[src/core/cfeu_pkg.sv]
package cfeu_pkg;

  // condition codes
  localparam logic [3:0] CFEU_CC_OV     = 4'h0;
  localparam logic [3:0] CFEU_CC_CY     = 4'h1;
  localparam logic [3:0] CFEU_CC_Z      = 4'h2;
  localparam logic [3:0] CFEU_CC_NH     = 4'h3;
  localparam logic [3:0] CFEU_CC_S      = 4'h4;
  localparam logic [3:0] CFEU_CC_ALWAYS = 4'h5;
  localparam logic [3:0] CFEU_CC_LT     = 4'h6;
  localparam logic [3:0] CFEU_CC_LE     = 4'h7;
  localparam logic [3:0] CFEU_CC_NOV    = 4'h8;
  localparam logic [3:0] CFEU_CC_NC     = 4'h9;
  localparam logic [3:0] CFEU_CC_NZ     = 4'ha;
  localparam logic [3:0] CFEU_CC_H      = 4'hb;
  localparam logic [3:0] CFEU_CC_NS     = 4'hc;
  localparam logic [3:0] CFEU_CC_SAT    = 4'hd;
  localparam logic [3:0] CFEU_CC_GE     = 4'he;
  localparam logic [3:0] CFEU_CC_GT     = 4'hf;

  // flag vector bit positions
  localparam int CFEU_FLAG_W   = 5;
  localparam int CFEU_F_Z      = 0;
  localparam int CFEU_F_S      = 1;
  localparam int CFEU_F_OV     = 2;
  localparam int CFEU_F_CY     = 3;
  localparam int CFEU_F_SAT    = 4;
  localparam logic [4:0] CFEU_FLAG_RST = 5'h00;

  // saturation bounds
  localparam logic [31:0] CFEU_SAT_MAX = 32'h7fffffff;
  localparam logic [31:0] CFEU_SAT_MIN = 32'h80000000;

  // extension source widths
  localparam logic [1:0] CFEU_SZ_BYTE = 2'h0;
  localparam logic [1:0] CFEU_SZ_HALF = 2'h1;
  localparam logic [1:0] CFEU_SZ_WORD = 2'h2;

  // flag update policy per flag
  typedef enum logic [1:0] {
    CFEU_POL_KEEP,
    CFEU_POL_CLEAR,
    CFEU_POL_RESULT,
    CFEU_POL_RESTORE
  } cfeu_pol_t;

  // pipeline timing counter width
  localparam int CFEU_TCNT_W = 4;

endpackage

[src/core/cfeu_cond_eval.sv]
`timescale 1ns/1ps
module cfeu_cond_eval
  import cfeu_pkg::*;
(
  input  wire logic [3:0] cond,
  input  wire logic [4:0] flags,
  output logic            cond_true
);
  logic z_f;
  logic s_f;
  logic ov_f;
  logic cy_f;
  logic sat_f;

  assign z_f   = flags[CFEU_F_Z];
  assign s_f   = flags[CFEU_F_S];
  assign ov_f  = flags[CFEU_F_OV];
  assign cy_f  = flags[CFEU_F_CY];
  assign sat_f = flags[CFEU_F_SAT];

  always_comb begin
    case (cond)
      CFEU_CC_OV:     cond_true = ov_f;
      CFEU_CC_NOV:    cond_true = ~ov_f;
      CFEU_CC_CY:     cond_true = cy_f;
      CFEU_CC_NC:     cond_true = ~cy_f;
      CFEU_CC_Z:      cond_true = z_f;
      CFEU_CC_NZ:     cond_true = ~z_f;
      CFEU_CC_NH:     cond_true = cy_f | z_f;
      CFEU_CC_H:      cond_true = ~(cy_f | z_f);
      CFEU_CC_S:      cond_true = s_f;
      CFEU_CC_NS:     cond_true = ~s_f;
      CFEU_CC_ALWAYS: cond_true = 1'b1;
      CFEU_CC_SAT:    cond_true = sat_f;
      CFEU_CC_LT:     cond_true = s_f ^ ov_f;
      CFEU_CC_GE:     cond_true = ~(s_f ^ ov_f);
      CFEU_CC_LE:     cond_true = (s_f ^ ov_f) | z_f;
      default:        cond_true = ~((s_f ^ ov_f) | z_f);
    endcase
  end
endmodule

[src/core/cfeu_extend.sv]
`timescale 1ns/1ps
module cfeu_extend
  import cfeu_pkg::*;
(
  input  wire logic [31:0] din,
  input  wire logic [1:0]  size,
  input  wire logic        signed_ext,
  output logic      [31:0] dout
);
  always_comb begin
    if (size == CFEU_SZ_BYTE) begin
      dout = signed_ext ? {{24{din[7]}}, din[7:0]}
                        : {24'h000000, din[7:0]};
    end else if (size == CFEU_SZ_HALF) begin
      dout = signed_ext ? {{16{din[15]}}, din[15:0]}
                        : {16'h0000, din[15:0]};
    end else begin
      dout = din;
    end
  end
endmodule

[src/core/cfeu_top.sv]
`timescale 1ns/1ps
module cfeu_top
  import cfeu_pkg::*;
(
  input  wire logic                   core_clk,
  input  wire logic                   reset,
  // condition evaluation
  input  wire logic [3:0]             cond_code,
  output logic                        cond_true_r,
  // flag update
  input  wire logic                   flag_upd,
  input  wire logic [9:0]             flag_policy,
  input  wire logic [4:0]             result_flags,
  input  wire logic                   flag_save,
  output logic      [4:0]             flags_r,
  output logic      [4:0]             saved_flags_r,
  // saturation
  input  wire logic [63:0]            sat_in,
  output logic      [31:0]            sat_out_r,
  output logic                        sat_hit_r,
  // extension
  input  wire logic [31:0]            ext_in,
  input  wire logic [1:0]             ext_size,
  input  wire logic                   ext_signed,
  output logic      [31:0]            ext_out_r,
  // memory path
  input  wire logic                   mem_rd,
  input  wire logic                   mem_wr,
  input  wire logic [31:0]            mem_addr,
  input  wire logic [1:0]             mem_size,
  input  wire logic                   mem_signed,
  input  wire logic [31:0]            mem_rdata,
  input  wire logic                   bit_wr,
  input  wire logic [2:0]             bit_num,
  input  wire logic                   bit_val,
  output logic      [31:0]            load_data_r,
  output logic                        load_zero_r,
  output logic      [31:0]            store_data_r,
  output logic      [3:0]             store_be_r,
  output logic                        store_valid_r,
  // pipeline timing
  input  wire logic                   instr_valid,
  input  wire logic [7:0]             instr_id,
  input  wire logic [CFEU_TCNT_W-1:0] issue_cyc,
  input  wire logic [CFEU_TCNT_W-1:0] repeat_cyc,
  input  wire logic [CFEU_TCNT_W-1:0] latency_cyc,
  output logic                        issue_ok_r,
  output logic                        repeat_ok_r,
  output logic                        result_ok_r
);

  ////////////////////////////////////////////////////////////////////
  // condition evaluation
  logic cond_now;

  cfeu_cond_eval u_cond (
    .cond      (cond_code),
    .flags     (flags_r),
    .cond_true (cond_now)
  );

  always_ff @(posedge core_clk or posedge reset) begin
    if (reset) begin
      cond_true_r <= 1'b0;
    end else begin
      cond_true_r <= cond_now;
    end
  end

  ////////////////////////////////////////////////////////////////////
  // flag update policies
  logic [4:0] flags_nxt;

  generate
    for (genvar f = 0; f < CFEU_FLAG_W; f++) begin : g_flag
      cfeu_pol_t pol;
      logic      pick;

      assign pol = cfeu_pol_t'(flag_policy[2*f +: 2]);

      always_comb begin
        case (pol)
          CFEU_POL_CLEAR:   pick = 1'b0;
          CFEU_POL_RESULT:  pick = result_flags[f];
          CFEU_POL_RESTORE: pick = saved_flags_r[f];
          default:          pick = flags_r[f];
        endcase
      end

      // idle cycles keep the flag
      assign flags_nxt[f] = flag_upd ? pick : flags_r[f];
    end
  endgenerate

  always_ff @(posedge core_clk or posedge reset) begin
    if (reset) begin
      flags_r <= CFEU_FLAG_RST;
    end else begin
      flags_r <= flags_nxt;
    end
  end

  always_ff @(posedge core_clk or posedge reset) begin
    if (reset) begin
      saved_flags_r <= CFEU_FLAG_RST;
    end else if (flag_save) begin
      saved_flags_r <= flags_r;
    end
  end

  ////////////////////////////////////////////////////////////////////
  // saturation
  logic signed [63:0] sat_s;
  logic        [31:0] sat_nxt;
  logic               hit_nxt;

  assign sat_s = signed'(sat_in);

  always_comb begin
    if (sat_s >= signed'({32'h00000000, CFEU_SAT_MAX})) begin
      sat_nxt = CFEU_SAT_MAX;
      hit_nxt = 1'b1;
    end else if (sat_s <= signed'({32'hffffffff, CFEU_SAT_MIN})) begin
      sat_nxt = CFEU_SAT_MIN;
      hit_nxt = 1'b1;
    end else begin
      sat_nxt = sat_in[31:0];
      hit_nxt = 1'b0;
    end
  end

  always_ff @(posedge core_clk or posedge reset) begin
    if (reset) begin
      sat_out_r <= 32'h00000000;
    end else begin
      sat_out_r <= sat_nxt;
    end
  end

  always_ff @(posedge core_clk or posedge reset) begin
    if (reset) begin
      sat_hit_r <= 1'b0;
    end else begin
      sat_hit_r <= hit_nxt;
    end
  end

  ////////////////////////////////////////////////////////////////////
  // operand extension
  logic [31:0] ext_nxt;

  cfeu_extend u_ext (
    .din        (ext_in),
    .size       (ext_size),
    .signed_ext (ext_signed),
    .dout       (ext_nxt)
  );

  always_ff @(posedge core_clk or posedge reset) begin
    if (reset) begin
      ext_out_r <= 32'h00000000;
    end else begin
      ext_out_r <= ext_nxt;
    end
  end

  ////////////////////////////////////////////////////////////////////
  // sized loads and bit store
  logic [31:0] lane_data;
  logic [31:0] load_nxt;
  logic [4:0]  byte_shift;
  logic [4:0]  half_shift;
  logic [7:0]  bit_byte;
  logic [7:0]  bit_new;
  logic [31:0] wr_data;
  logic [3:0]  wr_be;

  assign byte_shift = {mem_addr[1:0], 3'h0};
  assign half_shift = {mem_addr[1], 4'h0};

  // align the addressed lane down to bit 0
  always_comb begin
    if (mem_size == CFEU_SZ_BYTE) begin
      lane_data = mem_rdata >> byte_shift;
    end else if (mem_size == CFEU_SZ_HALF) begin
      lane_data = mem_rdata >> half_shift;
    end else begin
      lane_data = mem_rdata;
    end
  end

  cfeu_extend u_ld_ext (
    .din        (lane_data),
    .size       (mem_size),
    .signed_ext (mem_signed),
    .dout       (load_nxt)
  );

  // bit ops use the addressed byte whatever the access size
  assign bit_byte = mem_rdata[byte_shift +: 8];

  // read-modify-write of a single bit within the byte
  always_comb begin
    bit_new          = bit_byte;
    bit_new[bit_num] = bit_val;
  end

  always_ff @(posedge core_clk or posedge reset) begin
    if (reset) begin
      load_data_r <= 32'h00000000;
    end else if (mem_rd) begin
      load_data_r <= load_nxt;
    end
  end

  always_ff @(posedge core_clk or posedge reset) begin
    if (reset) begin
      load_zero_r <= 1'b0;
    end else if (mem_rd) begin
      load_zero_r <= ~bit_byte[bit_num];
    end
  end

  // sized store lanes, data replicated over the word
  always_comb begin
    if (mem_size == CFEU_SZ_BYTE) begin
      wr_data = {4{ext_in[7:0]}};
      wr_be   = 4'h1 << mem_addr[1:0];
    end else if (mem_size == CFEU_SZ_HALF) begin
      wr_data = {2{ext_in[15:0]}};
      wr_be   = mem_addr[1] ? 4'hc : 4'h3;
    end else begin
      wr_data = ext_in;
      wr_be   = 4'hf;
    end
  end

  always_ff @(posedge core_clk or posedge reset) begin
    if (reset) begin
      store_valid_r <= 1'b0;
    end else begin
      store_valid_r <= bit_wr | mem_wr;
    end
  end

  always_ff @(posedge core_clk or posedge reset) begin
    if (reset) begin
      store_data_r <= 32'h00000000;
    end else if (bit_wr) begin
      store_data_r <= {4{bit_new}};
    end else if (mem_wr) begin
      store_data_r <= wr_data;
    end
  end

  always_ff @(posedge core_clk or posedge reset) begin
    if (reset) begin
      store_be_r <= 4'h0;
    end else if (bit_wr) begin
      store_be_r <= 4'h1 << mem_addr[1:0];
    end else if (mem_wr) begin
      store_be_r <= wr_be;
    end
  end

  ////////////////////////////////////////////////////////////////////
  // pipeline issue, repeat and latency timing
  logic [3*CFEU_TCNT_W-1:0] tim_cyc;
  logic [2:0]               tim_gate;
  logic [2:0]               tim_ok_nxt;
  logic [7:0]               last_id_r;
  logic                     same_id;

  // lanes: 0 issue, 1 repeat, 2 latency
  assign tim_cyc  = {latency_cyc, repeat_cyc, issue_cyc};
  // repeat waits only while the same instruction is presented again
  assign same_id  = (instr_id == last_id_r);
  assign tim_gate = {1'b1, same_id, 1'b1};

  always_ff @(posedge core_clk or posedge reset) begin
    if (reset) begin
      last_id_r <= 8'h00;
    end else if (instr_valid) begin
      last_id_r <= instr_id;
    end
  end

  generate
    for (genvar c = 0; c < 3; c++) begin : g_tim
      logic [CFEU_TCNT_W-1:0] cyc;
      logic [CFEU_TCNT_W-1:0] cnt_r;

      assign cyc = tim_cyc[c*CFEU_TCNT_W +: CFEU_TCNT_W];

      // a count of zero loads zero rather than wrapping
      always_ff @(posedge core_clk or posedge reset) begin
        if (reset) begin
          cnt_r <= '0;
        end else if (instr_valid) begin
          cnt_r <= (cyc == '0) ? '0 : cyc - 1'b1;
        end else if (cnt_r != '0) begin
          cnt_r <= cnt_r - 1'b1;
        end
      end

      assign tim_ok_nxt[c] = instr_valid ? (cyc <= 4'h1)
                                         : ((cnt_r <= 4'h1) | ~tim_gate[c]);
    end
  endgenerate

  always_ff @(posedge core_clk or posedge reset) begin
    if (reset) begin
      issue_ok_r  <= 1'b1;
      repeat_ok_r <= 1'b1;
      result_ok_r <= 1'b1;
    end else begin
      issue_ok_r  <= tim_ok_nxt[0];
      repeat_ok_r <= tim_ok_nxt[1];
      result_ok_r <= tim_ok_nxt[2];
    end
  end

endmodule

[config.mk]
export PLATFORM = sky130hd
export DESIGN_NAME = cfeu_top
export DESIGN_NICKNAME = d
export VERILOG_FILES = /design/src/core/cfeu_pkg.sv /design/src/core/cfeu_cond_eval.sv /design/src/core/cfeu_extend.sv /design/src/core/cfeu_top.sv
export SDC_FILE = /design/constraint.sdc
export NUM_CORES = 1
export LEC_CHECK = 0
export BUFFER_PORTS_ARGS = -buffer_cell sky130_fd_sc_hd__buf_4
export CORE_UTILIZATION = 43
export DETAILED_ROUTE_END_ITERATION = 8
export PLACE_DENSITY = 0.77
export SYNTH_ARGS = -nofsm -noshare
export SYNTH_HDL_FRONTEND = slang
export SYNTH_SLANG_ARGS = --single-unit
[constraint.sdc]
create_clock -name core_clk -period 6.8 [get_ports core_clk]
set_input_delay 2.04 -clock core_clk [delete_from_list [all_inputs] [get_ports core_clk]]
set_output_delay 2.04 -clock core_clk [all_outputs]
set_load 0.005 [all_outputs]
==> results of run 1 <==
how the worst max path moves through the flow:
stage / to / depth (start not counted) / start
2_1_floorplan: cond_true_r / 1 / reset
3_3_place_gp: load_data_r[19] / 6 / mem_size[1]
3_5_place_dp: load_data_r[24] / 6 / mem_size[1]
4_1_cts: load_data_r[24] / 6 / mem_size[1]
5_1_grt: load_data_r[17] / 6 / mem_size[1]
6_report: load_data_r[24] / 6 / mem_size[1]
stage by stage:
stage | setup WS (ps) | total power, mW | util, % | cell area, um2
2_1_floorplan | 190 | 1.45 | - | 8330
3_3_place_gp | 2340 | 1.77 | 58.3 | 11000
3_5_place_dp | 2320 | 1.78 | 58.3 | 11000
4_1_cts | 2760 | 2.78 | 61.5 | 11600
5_1_grt | 2570 | 2.88 | 61.5 | 11600
6_report | 2720 | 2.75 | 61.5 | 11600
cell families after synthesis:
family	count (synthesis)
AOI/OAI and AO/OA	240
xor gates and xnor gates	12
muxes	74
buffers and inverters	70
DFF	169
and+or+nand+nor	217
adders and majority gates	9
flip-flops by register name, summed over array words and instances (netlist names):
signal	cells
ext_out_r	32
load_data_r	32
sat_out_r	32
store_data_r	32
g_tim.cnt_r	12
last_id_r	8
flags_r	5
saved_flags_r	5
store_be_r	4
cond_true_r	1
issue_ok_r	1
load_zero_r	1
repeat_ok_r	1
result_ok_r	1
sat_hit_r	1
store_valid_r	1
metal layers:
| layer | track usage (%) | vias up |
|---|---|---|
| li1 | - | 3516 |
| met2 | 42.0 | 297 |
| met3 | 6.90 | 46 |
| met4 | 10.8 | 0 |
| met1 | 33.6 | 3673 |
| met5 | 0 | - |
layout make-up:
cell class                      count  area (um2)
Fill cell                        1592        7250
Sequential cell                   169        4230
Multi-Input combinational cell    552        3810
Timing Repair Buffer              340        2550
Clock buffer                       24         472
Tap cell                          260         325
Clock inverter                      8         123
Inverter                           15        61.3
cell usage after synthesis (2+ instances only):
master	instances	area, um2
buf_6	2	22.5
xnor2_1	6	52.6
nand4_1	19	119
a21oi_1	61	305
nand2_1	60	225
ha_1	9	113
o41ai_1	2	17.5
a31oi_1	13	81.3
nand3_1	6	30.0
o22a_1	29	254
xor2_1	6	52.6
or2_2	2	12.5
dfstp_2	3	78.8
o21ai_0	44	220
clkbuf_1	42	158
o211ai_1	2	15.0
nand3b_1	8	60.1
a21o_1	55	413
clkinv_1	2	7.51
o311ai_0	3	26.3
nor2_1	67	251
o21a_1	7	52.6
nand2b_1	3	18.8
a211oi_1	13	97.6
mux2i_1	44	440
nor4_1	21	131
mux4_2	9	203
mux4_1	3	78.8
a32o_1	5	50.1
or3_1	3	18.8
buf_2	10	50.1
nor3_1	12	60.1
nor3b_1	7	52.6
inv_1	12	45.0
dfrtp_1	166	4150
nor2b_1	5	31.3
mux2_2	18	203
power by group:
group          switching, mW  internal, mW  leakage, nW  total (mW)
clock network          0.392         0.597        0.280       0.989
registers             0.0639          1.11         1.98        1.17
logic                  0.281         0.310         3.34       0.592
total                  0.737          2.02         5.60        2.75
worst reg2reg max path, delay by kind of cell (launching register included):
family | cells | cell delay [ps]
AND/OR/NAND/NOR | 3 | 560
flip-flops | 1 | 390
AO/OA/AOI/OAI | 2 | 290
adder cells (fa/ha/maj) | 1 | 180
buffers and inverters | 1 | 120
==> metrics.md, run 1 <==
| Metric | Value |
|---|---|
| P_leak | `about 5.6 nW` |
| Kind of end point of the critical path | `flop` |
| Die X-Extent | `~140 um` |
| CP required | `just over 7000 ps` |
| Synth async-reset ratio | `between 90% and 100%` |
| Max-cap check violation count | `0` |
| Top sig layer | `met4` |
| Die area | `~20000 um2` |
| Worst path top cell family by delay | `simple AND/OR/NAND/NOR gates` |
| Maximum root-to-sink buffer count | `2` |
| Number of enable flip-flop cells after synthesis | `0` |
| Total CTS buffers | `17` |
| # DRC | `0` |
| Critical path class | `in2reg` |
| Clock root buffer | `clkbuf_16` |
| Layout Skew | `between 6 and 7 ps` |
| Synthesized area | `about 8300 um2` |
| Post-Syn Nets | `1017` |
| Antenna-violating nets left | `0` |
| Chip height | `about 140 um` |
| Commonest non-fill, non-tap cell in the layout | `buf_4` |
| Area share of fa/ha/maj cells after synthesis | `around 1.4%` |
| Power Dens Cells | `238 nW/um2` |
| CTS Hold Buffers Added | `0` |
| Largest net degree at the start of global routing | `84` |
| Seq/Total Area, Yosys | `50.8%` |
| Tcrit/Tclk final | `60.0%` |
| Met2 WL | `around 12000 um` |
| Nets | `roughly 1300` |
| Critical path arrival | `around 4400 ps` |
| Worst setup SP type | `input pin` |
| Largest family of logic cells by synthesized area | `compound AO/OA/AOI/OAI gates` |
| Post-Synth XOR/XNOR Area | `1.26%` |
| Multiplexer area fraction after synthesis | `11.1%` |
| Peak supply drop | `~180 uV` |
| Final Hold Fails | `0` |
| Main synth FF type | `dfrtp_1` |
| GRT overflow | `0` |
| Worst Hold Class | `reg2reg` |
| Tmin final | `around 4100 ps` |
| Slew @ Worst Pin | `1090 ps` |
| HP Start | `g_tim[0].cnt_r[2]` |
| Vias in the first global route | `about 7500` |
| Unrepaired setup endpoints after global routing | `false` |
| Worst Hold End | `issue_ok_r` |
| Top Ports | `366` |
| Clk_lat worst skew | `420 ps` |
| Clock transition at the registers of the reported paths | `around 70 ps` |
| Compound-Gate Fraction of Synth Area | `a little under 20%` |
| CTS sink count | `between 150 and 200` |
| Initial antenna violation count | `0` |
| Initial Utilization | `between 40% and 50%` |
| Final count of negative-setup-slack endpoints | `0` |
| Slowest stage delay, CP | `about 830 ps` |
| Setup TNS | `0 ps` |
| Row count | `50` |
| Max Clk Rate | `roughly 250 MHz` |
| Synth Register Bits | `about 170` |
| Port Buf Inserts | `335` |
| Crit path buffers/inverters | `1` |
| Wire length per cell | `18.7 um` |
| HPWL after DPL | `18900 um` |
| Number of DRC markers in iteration 0 | `~430` |
| Synth Warn # | `0` |
| Final Wtd Congestion | `between 0.8 and 0.9` |
| Vias per cell | `5.51` |
| Post-CTS Resized | `0` |
| ANT cells | `0` |
| Drt total wl | `25500 um` |
| CP max stage cell | `nand3b_1` |
| Worst R2R End | `g_tim[2].cnt_r[1]` |
| Vias | `~7500` |
| CP cell instances | `buf_4, nand3b_1, mux2i_1, nor2_1, a41oi_4, a21oi_1` |
| Pins Over Slew Limit | `0` |
| R2R cell count | `7` |
| Cell variety after synth | `between 40 and 50` |
| Area grow syn2layout | `39.1%` |
| WL met3 | `approximately 1900 um` |
| Core Area | `about 19000 um2` |
| Post-Syn Instances | `791` |
| Max Fanout on Critical Path | `28` |
| Placed insts | `around 1300` |
| Hold Path Stages | `1` |
| Setup repair bufs after CTS | `0` |
| Metal1 wirelength | `about 11000 um` |
| Global-route wire length before repair | `40000 um` |
| CTS tree | `yes` |
| R2r startpoint | `g_tim[2].cnt_r[0]` |
| Relative slew slack | `a little over a quarter` |
| Fin cells | `between 1000 and 1500` |
| H-tree depth reported by CTS | `4` |
| Most frequent cells in the layout | `buf_4 (340), dfrtp_1 (166), nor2_1 (66), a21oi_1 (61), nand2_1 (60)` |
| GRT Resource Usage Total | `between 20% and 30%` |
| Outcome | `finished, final reports clean` |
| Simple-Gate Fraction of Synth Area | `around an eighth` |
| Ratio of cells with drive above 1 in the final layout | `between 30% and 40%` |
| Reg2Reg Setup Slack | `around 5000 ps` |
| WHS | `about 460 ps` |
| Syn Area/Cell | `around 11 um2` |
| Initial DRT Pass Iterations | `4` |
Power figures use the tool's default switching activity.
==> run 2: changes to the inputs <==
--- a/config.mk
+++ b/config.mk
@@ -5,8 +5,9 @@
 export SDC_FILE = /design/constraint.sdc
 export NUM_CORES = 1
 export LEC_CHECK = 0
+export ABC_AREA = 1
 export BUFFER_PORTS_ARGS = -buffer_cell sky130_fd_sc_hd__buf_4
-export CORE_UTILIZATION = 43
+export CORE_UTILIZATION = 44
 export DETAILED_ROUTE_END_ITERATION = 8
 export PLACE_DENSITY = 0.77
 export SYNTH_ARGS = -nofsm -noshare
==> constraint.sdc (replaced) <==
create_clock -name core_clk -period 3.45 [get_ports core_clk]
set_input_delay 1.035 -clock core_clk [delete_from_list [all_inputs] [get_ports core_clk]]
set_output_delay 1.035 -clock core_clk [all_outputs]
set_load 0.005 [all_outputs]
==> metrics.md, run 2 <==
| Metric | Value |
|---|---|
| Clk_lat worst skew | `430 ps (about the same)` |
| Outcome | `finished, final reports clean` |
| Die area | `20600 um2 (+3.6%)` |
| Max Clk Rate | `approximately 430 MHz` |
| Syn Area/Cell | `7.58 um2 (-28%)` |
| Layout Skew | `9.24 ps (+2.66 ps)` |
| Cell variety after synth | `46 (-6.1%)` |
| Drt total wl | `29100 um (+14%)` |
| Synthesized area | `8830 um2 (+6.0%)` |
| Clock transition at the registers of the reported paths | `70 ps (about the same)` |
| Total CTS buffers | `17 (unchanged)` |
| Antenna-violating nets left | `0 (unchanged)` |
| Final Wtd Congestion | `0.923 (+7.1%)` |
| Area grow syn2layout | `37.1%` |
| H-tree depth reported by CTS | `4 (unchanged)` |
| # DRC | `0 (unchanged)` |
| Area of the multi-input gates | `3920 um2 (+2.8%)` |
| Tmin final | `between 2000 and 2500 ps` |
| Post-Syn Nets | `1391 (+37%)` |
| CP required | `3760 ps (-3320 ps)` |
| Placed insts | `1725 (+29%)` |
| Final Hold Fails | `0 (unchanged)` |
| Pins Over Slew Limit | `0 (unchanged)` |
| GRT Resource Usage Total | `28.4% (+2.2 points)` |
| Max-cap check violation count | `0 (unchanged)` |
| Fin cells | `1757 (+28%)` |
| Synth area leader | `dfrtp_1` |
| Peak supply drop | `343 uV (+87%)` |
| Worst setup SP type | `input pin` |
| R2r startpoint | `g_tim[1].cnt_r[0]` |
| ANT cells | `0 (unchanged)` |
| Slew @ Worst Pin | `728 ps (-358 ps)` |
| Area after DPL | `11500 um2 (+4.8%)` |
| Worst Hold End | `load_data_r[4]` |
| Tcrit/Tclk final | `about two thirds` |
| Synth Register Bits | `169 (unchanged)` |
| Largest net degree at the start of global routing | `82 (-2.4%)` |
| P_leak | `6.19 nW (+11%)` |
| Fill cell count | `1722 (+8.2%)` |
| HP Start | `load_data_r[4]` |
| CTS tree | `yes` |
| Initial Utilization | `45.1% (+0.85 points)` |
| Nets | `1705 (+29%)` |
| Critical path class | `in2reg` |
| Wire length per cell | `16.6 um (-11%)` |
| Post-Syn Instances | `1165 (+47%)` |
| HPWL after DPL | `22500 um (+19%)` |
| Power Dens Cells | `453 nW/um2 (+90%)` |
| Most numerous cell in the Yosys netlist | `nand2_1` |
| CTS sink count | `169 (unchanged)` |
| CTS Hold Buffers Added | `0 (unchanged)` |
| Die X-Extent | `144 um (+1.8%)` |
| Reg2Reg Setup Slack | `2020 ps (-3100 ps)` |
| Number of DRC markers in iteration 0 | `656 (+52%)` |
| Clock root buffer | `clkbuf_16` |
| Finished Core Util | `61.8% (+0.29 points)` |
| Worst R2R End | `g_tim[1].cnt_r[1]` |
| Placement Setup Slack | `728 ps (-1590 ps)` |
| Seq. cell area | `4230 um2 (unchanged)` |
| Max Fanout on Critical Path | `18 (-36%)` |
| Synth top area share | `47.1% (-2.8 points)` |
| Post-CTS Resized | `0 (unchanged)` |
| Kind of end point of the critical path | `flop` |
| Final count of negative-setup-slack endpoints | `0 (unchanged)` |
| Main synth FF type | `dfrtp_1` |
| Most frequent cells in the layout | `buf_4 (345), nand2_1 (279), nor2_1 (186), dfrtp_1 (166), inv_1 (98)` |
| Top Ports | `366 (unchanged)` |
| Top post-synthesis cells by area | `dfrtp_1 (47%), nand2_1 (12%), nor2_1 (7.9%)` |
| Maximum root-to-sink buffer count | `2 (unchanged)` |
| Vias | `9113 (+21%)` |
| Synth Warn # | `0 (unchanged)` |
| Ratio of cells with drive above 1 in the final layout | `27.5% (-9.3 points)` |
| Setup TNS | `0 ps (unchanged)` |
| Number of enable flip-flop cells after synthesis | `0 (unchanged)` |
| Port Buf Inserts | `335 (unchanged)` |
| Hold Path Stages | `2 (+1)` |
| Initial antenna violation count | `0 (unchanged)` |
| Fin area | `12100 um2 (+4.5%)` |
| GRT overflow | `0 (unchanged)` |
| Row count | `51 (+2.0%)` |
| Post-synth top cells | `nand2_1 (279), nor2_1 (186), dfrtp_1 (166), inv_1 (99), o21ai_0 (95)` |
| Global-route wire length before repair | `44100 um (+10%)` |
| Vias in the first global route | `8506 (+13%)` |
| Critical path arrival | `2620 ps (-1740 ps)` |
| Vias per cell | `5.19 (-5.8%)` |
| Worst Hold Class | `reg2reg` |
| Chip height | `144 um (+1.8%)` |
| Relative slew slack | `51.4% (+24 points)` |
| Synth async-reset ratio | `100% (unchanged)` |
| Setup repair bufs after CTS | `0 (unchanged)` |
| Core Area | `19600 um2 (+4.0%)` |
| Initial DRT Pass Iterations | `7 (+3)` |
| Unrepaired setup endpoints after global routing | `false` |
| Final WS setup | `1140 ps (-1580 ps)` |
| Seq/Total Area, Yosys | `47.9% (-2.9 points)` |
| Commonest non-fill, non-tap cell in the layout | `buf_4` |
| R2R cell count | `6 (-1)` |
==> run 2: cell count changes after synthesis, moves of 29 or more <==
cell     before  now
a21o_1       55    0
inv_1        12   99
mux2i_1      44    0
nand2_1      60  279
nand3_1       6   81
nor2_1       67  186
o21ai_0      44   95
o22a_1       29    0
==> run 2: layer usage <==
metal | share of wire [%] | wire length [um] | vias to the layer above | GRT usage, %
li1 | - | - | 4427 | -
met1 | 39 | 11400 | 4169 | 34.3
met2 | 48 | 13900 | 453 | 46.9
met3 | 9.0 | 2630 | 64 | 7.00
met4 | 4.3 | 1240 | 0 | 14.8
met5 | 0 | 0 | - | 0
==> run 2: logic make-up after synthesis <==
group                    after synthesis  synth area share [%]
AO/OA/AOI/OAI                        231                  14.7
XOR/XNOR                               5                 0.496
adder cells (fa/ha/maj)                9                  1.28
buffers and inverters                157                  7.65
flip-flops                           169                  47.9
multiplexers                           1                 0.128
AND/OR/NAND/NOR                      593                  27.8
==> run 2: worst max-delay path by stage <==
stage	startpoint	endpoint	slack, ps	cells after the start
2_1_floorplan	reset	cond_true_r	260	1
3_3_place_gp	sat_in[50]	sat_out_r[29]	700	11
3_5_place_dp	sat_in[50]	sat_out_r[21]	730	11
4_1_cts	sat_in[50]	sat_out_r[21]	1180	11
5_1_grt	sat_in[50]	sat_out_r[18]	980	11
6_report	sat_in[50]	sat_out_r[21]	1140	11
==> run 2: critical path, stage by stage <==
cell and delay (ps):
buf_4 100, nand2_1 50, nor2_1 220, nand2_1 90, nor2_1 140, inv_1 50
nor2_1 80, nand2_1 350, buf_4 350, nand3_1 100, nand2_1 60
==> run 2: metrics by stage <==
stage | total power [mW] | hold WS, ps
6_report | 5.48 | 490
5_1_grt | 5.76 | 509
4_1_cts | 5.51 | 492
3_5_place_dp | 3.60 | 471
3_3_place_gp | 3.57 | 467
2_1_floorplan | 2.93 | 463
==> run 2: area by class of cell <==
class	count	area share (%)
repair buffers	347	21.7
clock inverters	13	1.12
clock buffers	19	3.74
inverters	105	3.32
multi-input cells	839	32.4
well taps	265	2.74
flip-flops and latches	169	35.0
==> run 2: where the power goes <==
| part | total [mW] | internal (mW) | switching (mW) | leakage [nW] |
|---|---|---|---|---|
| Combinational | 1.25 | 0.583 | 0.669 | 3.93 |
| Sequential | 2.32 | 2.20 | 0.115 | 1.99 |
| Clock | 1.91 | 1.05 | 0.853 | 0.277 |
==> run 3: changes to the inputs <==
--- a/config.mk
+++ b/config.mk
@@ -7,9 +7,10 @@
 export LEC_CHECK = 0
 export ABC_AREA = 1
 export BUFFER_PORTS_ARGS = -buffer_cell sky130_fd_sc_hd__buf_4
-export CORE_UTILIZATION = 44
+export CORE_AREA = 2 2 142 144
 export DETAILED_ROUTE_END_ITERATION = 8
-export PLACE_DENSITY = 0.77
+export DIE_AREA = 0 0 144 146
+export PLACE_DENSITY = 0.76
 export SYNTH_ARGS = -nofsm -noshare
 export SYNTH_HDL_FRONTEND = slang
 export SYNTH_SLANG_ARGS = --single-unit
==> constraint.sdc (replaced) <==
create_clock -name core_clk -period 2.3 [get_ports core_clk]
set_input_delay 0.69 -clock core_clk [delete_from_list [all_inputs] [get_ports core_clk]]
set_output_delay 0.69 -clock core_clk [all_outputs]
set_load 0.005 [all_outputs]
==> metrics.md, run 3 (synthesis gave the netlist of run 2 again) <==
| Metric | Value |
|---|---|
| Fill cell count | `1721 (-0.058%)` |
| Die area | `21000 um2 (+1.9%)` |
| Vias per cell | `5.20 (+0.22%)` |
| Critical path class | `reg2out` |
| Initial Utilization | `45.7% (+0.59 points)` |
| Metal1 wirelength | `11700 um (+2.6%)` |
| CTS Hold Buffers Added | `0 (unchanged)` |
| Drt total wl | `29900 um (+2.6%)` |
| Vias | `9201 (+0.97%)` |
| Chip height | `146 um (+1.6%)` |
| Clock transition at the registers of the reported paths | `80 ps (about the same)` |
| Tcrit/Tclk final | `roughly three quarters` |
| CTS tree | `yes` |
| Wire length per cell | `16.9 um (+1.9%)` |
| Total CTS buffers | `17 (unchanged)` |
| P_leak | `6.31 nW (+1.8%)` |
| H-tree depth reported by CTS | `4 (unchanged)` |
| Area grow syn2layout | `39.4%` |
| Cell count along the critical path | `1 (-10)` |
| Global-route wire length before repair | `46000 um (+4.3%)` |
| Relative slew slack | `60.5% (+9.1 points)` |
| Final Hold Fails | `0 (unchanged)` |
| Placed insts | `1738 (+0.75%)` |
| Row count | `51 (unchanged)` |
| GRT Resource Usage Total | `28.2% (-0.14 points)` |
| Post-CTS Resized | `0 (unchanged)` |
| Max Fanout on Critical Path | `6 (-12)` |
| Antenna-violating nets left | `0 (unchanged)` |
| ANT cells | `0 (unchanged)` |
| Core Area | `19300 um2 (-1.3%)` |
| Reg2Reg Setup Slack | `870 ps (-1150 ps)` |
| Max-cap check violation count | `0 (unchanged)` |
| Fin area | `12300 um2 (+1.7%)` |
| Initial DRT Pass Iterations | `5 (-2)` |
| CP cell instances | `buf_4` |
| CP max stage cell | `dfrtp_1` |
| Final Wtd Congestion | `0.950 (+2.9%)` |
| Outcome | `finished, final reports clean` |
| R2r startpoint | `g_tim[1].cnt_r[0]` |
| Fin cells | `1770 (+0.74%)` |
| Layout Skew | `6.56 ps (-2.68 ps)` |
| Clk_lat worst skew | `430 ps (about the same)` |
| Power Dens Cells | `700 nW/um2 (+55%)` |
| Kind of end point of the critical path | `primary output` |
| Crit path buffers/inverters | `1 (-2)` |
| Vias in the first global route | `8848 (+4.0%)` |
| Initial antenna violation count | `0 (unchanged)` |
| Worst setup SP type | `flop` |
| Top Ports | `366 (unchanged)` |
| Maximum root-to-sink buffer count | `2 (unchanged)` |
| Number of DRC markers in iteration 0 | `747 (+14%)` |
| Worst R2R End | `g_tim[1].cnt_r[1]` |
| WL met3 | `2790 um (+6.2%)` |
| Unrepaired setup endpoints after global routing | `false` |
| Slowest stage delay, CP | `470 ps (+120 ps)` |
| Max Clk Rate | `569 MHz` |
| Worst Hold Class | `in2async` |
| Setup repair bufs after CTS | `0 (unchanged)` |
| Area after DPL | `11700 um2 (+1.2%)` |
| Largest net degree at the start of global routing | `84 (+2.4%)` |
| CTS sink count | `169 (unchanged)` |
| Most frequent cells in the layout | `buf_4 (355), nand2_1 (279), nor2_1 (186), dfrtp_1 (166), inv_1 (98)` |
| Slew @ Worst Pin | `592 ps (-137 ps)` |
| GRT overflow | `0 (unchanged)` |
| Die X-Extent | `144 um (+0.24%)` |
| Worst path top cell family by delay | `flip-flops` |
| Nets | `1718 (+0.76%)` |
| Critical path arrival | `1070 ps (-1550 ps)` |
| Clock root buffer | `clkbuf_16` |
| Tmin final | `1760 ps` |
| Worst setup path endpoint | `flags_r[1]` |
| CP required | `1610 ps (-2150 ps)` |
| Pins Over Slew Limit | `0 (unchanged)` |
| Top sig layer | `met4` |
| R2R cell count | `6 (unchanged)` |
| Commonest non-fill, non-tap cell in the layout | `buf_4` |
| # DRC | `0 (unchanged)` |
| Met2 WL | `14600 um (+5.0%)` |
| Port Buf Inserts | `335 (unchanged)` |
| Ratio of cells with drive above 1 in the final layout | `28.1% (+0.63 points)` |
| HPWL after DPL | `23000 um (+2.3%)` |
| Peak supply drop | `519 uV (+51%)` |
| Final count of negative-setup-slack endpoints | `0 (unchanged)` |
| Crit. Startpoint | `flags_r[1]` |
-- run 3: cell types whose count changed in the layout (fill, tap and decap cells not counted), sizes merged --
cell      before  now
buf          347  360
bufinv         1    4
clkbuf        19   17
clkinvlp       5    3
inv          108  109
-- run 3: per-stage QoR --
step                      setup WS (ps)  total power [mW]  util (%)  hold WS, ps  TNS, ps
after detailed placement            145              5.44      60.3          475        0
after global placement              187              5.39      60.3          470        0
after global routing                495              9.03      63.7          377        0
final                               543              8.61      63.7          379        0
after CTS                           535              8.66      63.7          375        0
after floorplan                    -542              4.39         -          463   -90050
-- run 3: cell type report --
class                   instances  area, um2  area share (%)
multi-input cells             839       3920            31.8
clock buffers                  17        425            3.46
flip-flops and latches        169       4230            34.4
inverters                     105        402            3.26
clock inverters                15        234            1.90
repair buffers                360       2770            22.5
well taps                     265        332            2.69
-- run 3: worst min-delay path, stage by stage --
cell and delay, ps:
buf_4 120, clkinvlp_4 120, buf_4 250
-- run 3: how the worst min path moves through the flow --
| stage | start | to | slack [ps] | cells past startpoint |
|---|---|---|---|---|
| 2_1_floorplan | last_id_r[5] | last_id_r[5] | 460 | 2 |
| 5_1_grt | sat_in[63] | sat_out_r[31] | 380 | 1 |
| 4_1_cts | sat_in[63] | sat_out_r[31] | 370 | 1 |
| 6_report | reset | ext_out_r[15] | 380 | 3 |
| 3_5_place_dp | store_data_r[24] | store_data_r[24] | 480 | 2 |
| 3_3_place_gp | load_data_r[4] | load_data_r[4] | 470 | 2 |
-- run 3: power by group --
group	internal (mW)	switching, mW
Sequential	3.30	0.185
Combinational	0.895	1.01
Clock	1.87	1.34
-- run 3: metal layers --
layer / vias up / track usage, %
met3: 48 / 7.70
met4: 0 / 10.2
met1: 4297 / 34.7
met2: 404 / 47.5
met5: - / 0
li1: 4452 / -
